File: src/flash_host_map.vh
`ifndef FLASH_HOST_MAP_VH
`define FLASH_HOST_MAP_VH

// Command addresses and codes (low byte only)
`define CMD_ADDR_A         15'h5555
`define CMD_ADDR_B         15'h2aaa
`define CMD_UNLOCK_A       8'haa
`define CMD_UNLOCK_B       8'h55
`define CMD_ERASE_SETUP    8'h80
`define CMD_CHIP_ERASE     8'h10
`define CMD_SECTOR_ERASE   8'h30
`define CMD_PROGRAM        8'ha0
`define CMD_ID_ENTRY       8'h90
`define CMD_ID_EXIT        8'hf0
`define CMD_LOCKOUT        8'h40

// Host operation codes
`define OP_READ            3'h0
`define OP_PROGRAM         3'h1
`define OP_CHIP_ERASE      3'h2
`define OP_SECTOR_ERASE    3'h3
`define OP_ID_READ         3'h4
`define OP_LOCKOUT         3'h5

// Boot block word range
`define BOOT_FIRST         17'h00000
`define BOOT_LAST          17'h01fff

// Bus timing in ns
`define CLK_PERIOD_NS      5
`define T_SETUP_NS         10
`define T_WP_NS            100
`define T_WPH_NS           100
`define T_ACC_NS           120
`define T_POLL_HIGH_NS     150
`define T_DF_NS            30

`endif

File: src/flash_bus_cycle.v
`timescale 1ns/1ps
// One asynchronous bus cycle: write strobe or read with sampled data
module flash_bus_cycle #(
    parameter SETUP_CYC = 2,
    parameter PULSE_CYC = 20,
    parameter READ_CYC  = 24,
    parameter HIGH_CYC  = 30
) (
    input  wire        clk,
    input  wire        rst,
    input  wire        start,
    input  wire        is_read,
    input  wire [15:0] din_sync,
    output reg         ce_n,
    output reg         oe_n,
    output reg         we_n,
    output reg         drive,
    output reg  [15:0] rdata,
    output reg         done
);
    localparam S_IDLE  = 2'd0;
    localparam S_SETUP = 2'd1;
    localparam S_PULSE = 2'd2;
    localparam S_HIGH  = 2'd3;

    reg [1:0]  state;
    reg [7:0]  cnt;
    reg        rd;

    always @(posedge clk) begin
        if (rst) begin
            state <= S_IDLE;
            cnt   <= 8'h00;
            rd    <= 1'b0;
            ce_n  <= 1'b1;
            oe_n  <= 1'b1;
            we_n  <= 1'b1;
            drive <= 1'b0;
            rdata <= 16'h0000;
            done  <= 1'b0;
        end else begin
            done <= 1'b0;
            case (state)
                S_IDLE: begin
                    if (start) begin
                        rd    <= is_read;
                        ce_n  <= 1'b0;
                        drive <= ~is_read;
                        cnt   <= 8'h00;
                        state <= S_SETUP;
                    end
                end
                S_SETUP: begin
                    cnt <= cnt + 8'h01;
                    if (cnt == SETUP_CYC[7:0]) begin
                        cnt   <= 8'h00;
                        oe_n  <= ~rd;
                        we_n  <= rd;
                        state <= S_PULSE;
                    end
                end
                S_PULSE: begin
                    cnt <= cnt + 8'h01;
                    // Reads wait access time plus three cycles: pin register and two sync stages
                    if (cnt == (rd ? READ_CYC[7:0] : PULSE_CYC[7:0])) begin
                        if (rd)
                            rdata <= din_sync;
                        cnt   <= 8'h00;
                        oe_n  <= 1'b1;
                        we_n  <= 1'b1;
                        ce_n  <= 1'b1;
                        state <= S_HIGH;
                    end
                end
                default: begin
                    cnt <= cnt + 8'h01;
                    if (cnt == SETUP_CYC[7:0])
                        drive <= 1'b0;
                    if (cnt == HIGH_CYC[7:0]) begin
                        done  <= 1'b1;
                        state <= S_IDLE;
                    end
                end
            endcase
        end
    end
endmodule

File: src/flash_host_ctrl.v
`timescale 1ns/1ps
`include "flash_host_map.vh"
module flash_host_ctrl #(
    parameter POLL_LIMIT = 32'd4000000
) (
    // Clock and reset
    input  wire        CORE_CLK,
    input  wire        SYS_RST,
    // User request
    input  wire        REQ_VALID,
    input  wire [2:0]  REQ_OP,
    input  wire [16:0] REQ_ADDR,
    input  wire [15:0] REQ_WDATA,
    output reg         REQ_READY,
    output reg         RSP_VALID,
    output reg  [15:0] RSP_RDATA,
    output reg         RSP_ERROR,
    // Flash pins
    output reg  [16:0] FL_ADDR,
    input  wire [15:0] FL_DQ_IN,
    output reg  [15:0] FL_DQ_OUT,
    output reg         FL_DQ_OE,
    output reg         FL_CE_N,
    output reg         FL_OE_N,
    output reg         FL_WE_N
);
    localparam SETUP_CYC = (`T_SETUP_NS + `CLK_PERIOD_NS - 1) / `CLK_PERIOD_NS;
    localparam PULSE_CYC = (`T_WP_NS + `CLK_PERIOD_NS - 1) / `CLK_PERIOD_NS;
    localparam READ_CYC  = (`T_ACC_NS + `CLK_PERIOD_NS - 1) / `CLK_PERIOD_NS + 3;
    localparam HIGH_A    = (`T_WPH_NS + `CLK_PERIOD_NS - 1) / `CLK_PERIOD_NS;
    localparam HIGH_B    = (`T_POLL_HIGH_NS + `CLK_PERIOD_NS - 1) / `CLK_PERIOD_NS;
    localparam HIGH_CYC  = (HIGH_A > HIGH_B) ? HIGH_A : HIGH_B;

    localparam S_IDLE  = 3'd0;
    localparam S_SEQ   = 3'd1;
    localparam S_WAIT  = 3'd2;
    localparam S_POLL1 = 3'd3;
    localparam S_POLL2 = 3'd4;
    localparam S_DONE  = 3'd5;

    reg  [15:0] dq_meta;
    reg  [15:0] dq_sync;
    reg  [2:0]  state;
    reg  [2:0]  op;
    reg  [16:0] addr;
    reg  [15:0] wdata;
    reg  [2:0]  step;
    reg  [2:0]  nsteps;
    reg         prev_tog;
    reg  [31:0] polls;
    reg         cyc_start;
    reg         cyc_read;
    reg  [16:0] next_addr;
    reg  [15:0] next_data;
    reg         cyc_last_read;
    wire        ce_n;
    wire        oe_n;
    wire        we_n;
    wire        drive;
    wire [15:0] rdata;
    wire        done;

    always @(posedge CORE_CLK) begin
        dq_meta <= FL_DQ_IN;
        dq_sync <= dq_meta;
    end

    flash_bus_cycle #(
        .SETUP_CYC (SETUP_CYC),
        .PULSE_CYC (PULSE_CYC),
        .READ_CYC  (READ_CYC),
        .HIGH_CYC  (HIGH_CYC)
    ) u_cycle (
        .clk      (CORE_CLK),
        .rst      (SYS_RST),
        .start    (cyc_start),
        .is_read  (cyc_read),
        .din_sync (dq_sync),
        .ce_n     (ce_n),
        .oe_n     (oe_n),
        .we_n     (we_n),
        .drive    (drive),
        .rdata    (rdata),
        .done     (done)
    );

    // Command word for each step of the current operation
    always @* begin
        next_addr     = {2'b00, `CMD_ADDR_A};
        next_data     = {8'h00, `CMD_UNLOCK_A};
        cyc_last_read = 1'b0;
        case (step)
            3'd0: begin
                next_addr = {2'b00, `CMD_ADDR_A};
                next_data = {8'h00, `CMD_UNLOCK_A};
            end
            3'd1: begin
                next_addr = {2'b00, `CMD_ADDR_B};
                next_data = {8'h00, `CMD_UNLOCK_B};
            end
            3'd2: begin
                next_addr = {2'b00, `CMD_ADDR_A};
                case (op)
                    `OP_PROGRAM:    next_data = {8'h00, `CMD_PROGRAM};
                    `OP_ID_READ:    next_data = {8'h00, `CMD_ID_ENTRY};
                    `OP_LOCKOUT:    next_data = {8'h00, `CMD_ERASE_SETUP};
                    default:        next_data = {8'h00, `CMD_ERASE_SETUP};
                endcase
            end
            3'd3: begin
                if (op == `OP_PROGRAM) begin
                    next_addr = addr;
                    next_data = wdata;
                end else if (op == `OP_ID_READ) begin
                    next_addr     = {16'h0000, addr[0]};
                    cyc_last_read = 1'b1;
                end else begin
                    next_data = {8'h00, `CMD_UNLOCK_A};
                end
            end
            3'd4: begin
                if (op == `OP_ID_READ) begin
                    next_data = {8'h00, `CMD_ID_EXIT};
                end else begin
                    next_addr = {2'b00, `CMD_ADDR_B};
                    next_data = {8'h00, `CMD_UNLOCK_B};
                end
            end
            default: begin
                next_addr = {2'b00, `CMD_ADDR_A};
                if (op == `OP_CHIP_ERASE) begin
                    next_data = {8'h00, `CMD_CHIP_ERASE};
                end else if (op == `OP_SECTOR_ERASE) begin
                    next_addr = addr;
                    next_data = {8'h00, `CMD_SECTOR_ERASE};
                end else begin
                    next_data = {8'h00, `CMD_LOCKOUT};
                end
            end
        endcase
    end

    always @(posedge CORE_CLK) begin
        if (SYS_RST) begin
            state     <= S_IDLE;
            op        <= `OP_READ;
            addr      <= 17'h00000;
            wdata     <= 16'h0000;
            step      <= 3'd0;
            nsteps    <= 3'd0;
            prev_tog  <= 1'b0;
            polls     <= 32'h0;
            cyc_start <= 1'b0;
            cyc_read  <= 1'b0;
            REQ_READY <= 1'b0;
            RSP_VALID <= 1'b0;
            RSP_RDATA <= 16'h0000;
            RSP_ERROR <= 1'b0;
            FL_ADDR   <= 17'h00000;
            FL_DQ_OUT <= 16'h0000;
            FL_DQ_OE  <= 1'b0;
            FL_CE_N   <= 1'b1;
            FL_OE_N   <= 1'b1;
            FL_WE_N   <= 1'b1;
        end else begin
            cyc_start <= 1'b0;
            RSP_VALID <= 1'b0;
            FL_CE_N   <= ce_n;
            FL_OE_N   <= oe_n;
            FL_WE_N   <= we_n;
            FL_DQ_OE  <= drive;
            case (state)
                S_IDLE: begin
                    REQ_READY <= 1'b1;
                    if (REQ_VALID && REQ_READY) begin
                        REQ_READY <= 1'b0;
                        op        <= REQ_OP;
                        addr      <= REQ_ADDR;
                        wdata     <= REQ_WDATA;
                        step      <= 3'd0;
                        RSP_ERROR <= 1'b0;
                        if (REQ_OP == `OP_READ) begin
                            FL_ADDR   <= REQ_ADDR;
                            cyc_read  <= 1'b1;
                            cyc_start <= 1'b1;
                            state     <= S_WAIT;
                        end else if (REQ_OP == `OP_PROGRAM &&
                                     REQ_ADDR <= `BOOT_LAST) begin
                            // boot block may be locked; program anyway
                            nsteps <= 3'd4;
                            state  <= S_SEQ;
                        end else begin
                            nsteps <= (REQ_OP == `OP_PROGRAM) ? 3'd4 :
                                      (REQ_OP == `OP_ID_READ) ? 3'd5 : 3'd6;
                            state  <= S_SEQ;
                        end
                    end
                end
                S_SEQ: begin
                    FL_ADDR   <= next_addr;
                    FL_DQ_OUT <= next_data;
                    cyc_read  <= cyc_last_read;
                    cyc_start <= 1'b1;
                    state     <= S_WAIT;
                end
                S_WAIT: begin
                    if (done) begin
                        step <= step + 3'd1;
                        if (cyc_read && op == `OP_ID_READ)
                            RSP_RDATA <= rdata;
                        if (op == `OP_READ) begin
                            RSP_RDATA <= rdata;
                            state     <= S_DONE;
                        end else if (step + 3'd1 < nsteps) begin
                            state <= S_SEQ;
                        end else if (op == `OP_ID_READ) begin
                            state <= S_DONE;
                        end else begin
                            FL_ADDR   <= addr;
                            cyc_read  <= 1'b1;
                            cyc_start <= 1'b1;
                            polls     <= 32'h0;
                            state     <= S_POLL1;
                        end
                    end
                end
                S_POLL1: begin
                    if (done) begin
                        // first sample is only a reference
                        prev_tog  <= rdata[6];
                        cyc_start <= 1'b1;
                        state     <= S_POLL2;
                    end
                end
                S_POLL2: begin
                    if (done) begin
                        prev_tog <= rdata[6];
                        polls    <= polls + 32'h1;
                        // OE/CE pulses advance toggle; stable means done
                        if (rdata[6] == prev_tog) begin
                            state <= S_DONE;
                        end else if (polls >= POLL_LIMIT) begin
                            RSP_ERROR <= 1'b1;
                            state     <= S_DONE;
                        end else begin
                            cyc_start <= 1'b1;
                        end
                    end
                end
                default: begin
                    RSP_VALID <= 1'b1;
                    state     <= S_IDLE;
                end
            endcase
        end
    end
endmodule

File: config.mk
export PLATFORM = sky130hd
export DESIGN_NAME = flash_host_ctrl
export DESIGN_NICKNAME = d
export VERILOG_FILES = /design/src/flash_bus_cycle.v /design/src/flash_host_ctrl.v
export VERILOG_INCLUDE_DIRS = /design/src /design/src/src
export SDC_FILE = /design/constraint.sdc
export NUM_CORES = 1
export LEC_CHECK = 0
export ABC_AREA = 1
export BUFFER_PORTS_ARGS = -buffer_cell sky130_fd_sc_hd__buf_4
export CAP_MARGIN = 10
export CORE_ASPECT_RATIO = 0.6
export CORE_MARGIN = 2
export CORE_UTILIZATION = 58
export DETAILED_ROUTE_END_ITERATION = 7
export PLACE_DENSITY_LB_ADDON = 0.15
export SYNTH_ARGS = -nofsm -noshare
export SYNTH_HDL_FRONTEND = slang
export SYNTH_SLANG_ARGS = --single-unit
File: constraint.sdc
create_clock -name CORE_CLK -period 2.5 [get_ports CORE_CLK]
set_clock_uncertainty 0.05 [all_clocks]
set_input_delay 0.5 -clock CORE_CLK [delete_from_list [all_inputs] [get_ports CORE_CLK]]
set_output_delay 0.5 -clock CORE_CLK [all_outputs]
set_load 0.02 [all_outputs]
==> impl_metrics.json <==
{
  "status": "finished clean",
  "synthArstFlopShare_pct": 0,
  "utilization_pct": 70.5,
  "cp.required_ns": 2.80,
  "worstPathArrival_ns": 2.66,
  "ff2ff_path_depth": 13,
  "cap_violations": 0,
  "synth_area_leaders": "dfxtp_1 (44%), nand2_1 (11%), nor2_1 (9.2%), o21ai_0 (5.6%), inv_1 (5.6%)",
  "ys.flop_type": "dfxtp_1",
  "vias_per_cell": 5.27,
  "grt_max_degree": 40,
  "grt_remaining_overflow": 0,
  "crit_slowest_cell": "dfxtp_1",
  "yosys_warnings": 0,
  "holdCritPathClass": "in2reg",
  "final.min_clock_period_ns": 2.36,
  "cts_tree": "yes",
  "r2r-end": "polls[30]",
  "worst-slew-pin-transition_ns": 0.644,
  "die_h_um": 102,
  "start_util_pct": 59.7,
  "fp.dieArea_mm2": 0.0169,
  "drtPass1Iterations": 6,
  "cp_top_family": "simple AND/OR/NAND/NOR gates",
  "relSlewSlack_pct": 57.0,
  "drc": 0,
  "hpwlAfterDp_um": 16000,
  "final_nets": 1479,
  "crit_buf_inv": 1,
  "p_leak_nw": 4.77,
  "ant_nets": 0,
  "ir_drop_v": 0.000523,
  "slowest_delay_ns": 0.35,
  "cts.clk_slew.worst_paths_ns": 0.09,
  "drt-initial-drc-count": 835,
  "die_w_um": 167,
  "boundaryPins": 111,
  "fp-row-count": 35,
  "synth_seq_cells": 200,
  "worst_setup_path_end_kind": "flip-flop",
  "hold_slack_ns": 0.0959,
  "syn_inst": 1303,
  "grt_setup_unrepaired": "true",
  "synth_top_area_share_pct": 43.5,
  "mappedNetlistArea_mm2": 0.00920,
  "cts.htree.levels": 4,
  "synth_edf_count": 0,
  "clkLatencyLatePin_ns": 0.45,
  "hold-path-endpoint": "dq_meta[10]",
  "power_mw": 9.91,
  "min-delay-start": "FL_DQ_IN[10]",
  "core_mm2": 0.0154,
  "cts_made_buffers": 17,
  "crit_path_start_kind": "flip-flop",
  "max_clock_freq_ghz": 0.424,
  "fin_crit_sh_pct": 94.4,
  "n_antenna_cell": 0,
  "clk_path_buf_depth": 2,
  "power.density_mw_per_mm2": 912,
  "io_buffers": 110,
  "wire_per_inst_um": 14.0,
  "timing.rr.start": "step[0]",
  "drv_slew": 0,
  "layout-drive-gt1-share_pct": 17.0,
  "n_fill_cell": 1282,
  "ys_seq_area_share_pct": 43.5,
  "place_congestion": 0.899,
  "synth.net_count": 1373,
  "synthDistinctLibCells": 45,
  "setup_violations": 0,
  "crit_type": "reg2reg",
  "syn_avg_cell_area_um2": 7.06,
  "hold_viol_final": 0,
  "reg2reg_setup_slack_ns": 0.14,
  "grt_pass1_wl_um": 37900,
  "antenna_found_initial": 0,
  "vias": 8565,
  "hold_path_depth": 1,
  "cts_sinks": 200,
  "wl_um": 22700,
  "area_growth_pct": 18.1,
  "grt_pass1_vias": 7718,
  "crit_fanout": 26,
  "synth_top_area_cell": "dfxtp_1",
  "grtUsageTotal_pct": 27.4,
  "clockRootBuffer": "clkbuf_16",
  "cp_common_cell": "ha_1",
  "path_cells": "ha_1, ha_1, inv_1, ha_1, nand3_1, nand2_1, nand2_2, nand2_4, nand2_8, nor2_1, nand3_1, nand2_1, nor2_1"
}
## metrics by stage
stage / setup TNS [ns] / setup WS [ns] / instance area (um2) / cells
finish: 0 / 0.141 / 10900 / 1625
detailed placement: -0.155 / -0.0360 / 10200 / 1592
CTS: 0 / 0.00838 / 10800 / 1624
global placement: 0 / 0.105 / 10200 / 1592
floorplan: 0 / 0.236 / 9200 / 1303
global route: -0.181 / -0.0488 / 10900 / 1625
## cells in the mapped netlist, types with 4 or more instances
cell,number
o21ai_1,6
nand3_1,80
nor2_1,226
inv_2,14
nor3_1,23
nand2_2,9
inv_1,136
dfxtp_1,200
nand3_2,5
nand4_1,19
nand2_4,6
o21ai_0,102
buf_2,8
nor2_4,4
nor2_2,24
a21oi_1,76
nand3b_1,10
clkbuf_1,20
nand2_1,274
buf_6,7
o21ai_2,4
ha_1,15
## sequential cells by signal, indices dropped and copies added, names as in the netlist, 8 cells and up
name           cells
FL_ADDR           17
FL_DQ_OUT         16
RSP_RDATA         16
addr              17
dq_meta           16
dq_sync           16
polls             32
u_cycle.cnt        8
u_cycle.rdata     16
wdata             16
## placed cells by master, fill, tap and decap left out, types with 19 or more instances in the layout
cell type  netlist  routed
nand3_1         80      80
nor2_1         226     226
nand2_1        274     273
buf_4            3     128
a21oi_1         76      75
nor3_1          23      23
nor2_2          24      24
nand4_1         19      19
dfxtp_1        200     200
inv_1          136     135
o21ai_0        102     102
## layout make-up
class,instances,area (um2),share of cell area (%)
clock inverters,15,233,2.14
flip-flops and latches,200,4000,36.9
inverters,153,584,5.38
clock buffers,17,425,3.92
well taps,203,254,2.34
repair buffers,129,981,9.03
multi-input cells,908,4380,40.3
## cell families (layout without fill, tap and decap cells)
logic type,after synthesis,after routing,synth area share [%]
buffers and inverters,195,314,9.05
adder cells (fa/ha/maj),15,15,2.04
flip-flops,200,200,43.5
XOR/XNOR,4,4,0.381
AO/OA/AOI/OAI,197,197,11.3
AND/OR/NAND/NOR,692,692,33.7
## power by group
part	total, mW	internal [mW]	leakage, nW	switching (mW)
Sequential	3.85	3.59	1.63	0.264
Clock	3.00	1.44	0.316	1.56
Combinational	3.06	1.04	2.82	2.01
## metal layers
metal	part of all wire [%]	global-route usage (%)	up-vias
li1	-	-	4360
met1	50	41.3	3800
met2	40	39.8	380
met3	8.8	5.67	25
met4	1.0	7.36	0
met5	0	0	-
## timing repair
| action | in CTS | in global routing |
|---|---|---|
| hold buffers | 0 | 0 |
| pin swaps | 0 | 2 |
| endpoints found under the hold margin | 0 | 0 |
| buffers inserted | 0 | 1 |
| resized for setup | 1 | 3 |
| endpoints found under the setup margin | 9 | 42 |
## worst max path at each step
stage / startpoint / end / slack, ns / cells after the start
CTS: step[0] / FL_ADDR[12] / 0.008 / 14
detailed placement: step[0] / polls[29] / -0.04 / 13
floorplan: step[0] / FL_ADDR[11] / 0.24 / 15
finish: step[0] / polls[30] / 0.14 / 13
global placement: step[0] / polls[30] / 0.11 / 13
global route: step[0] / polls[22] / -0.05 / 13
Note: power is estimated with default switching activity, not from simulation.
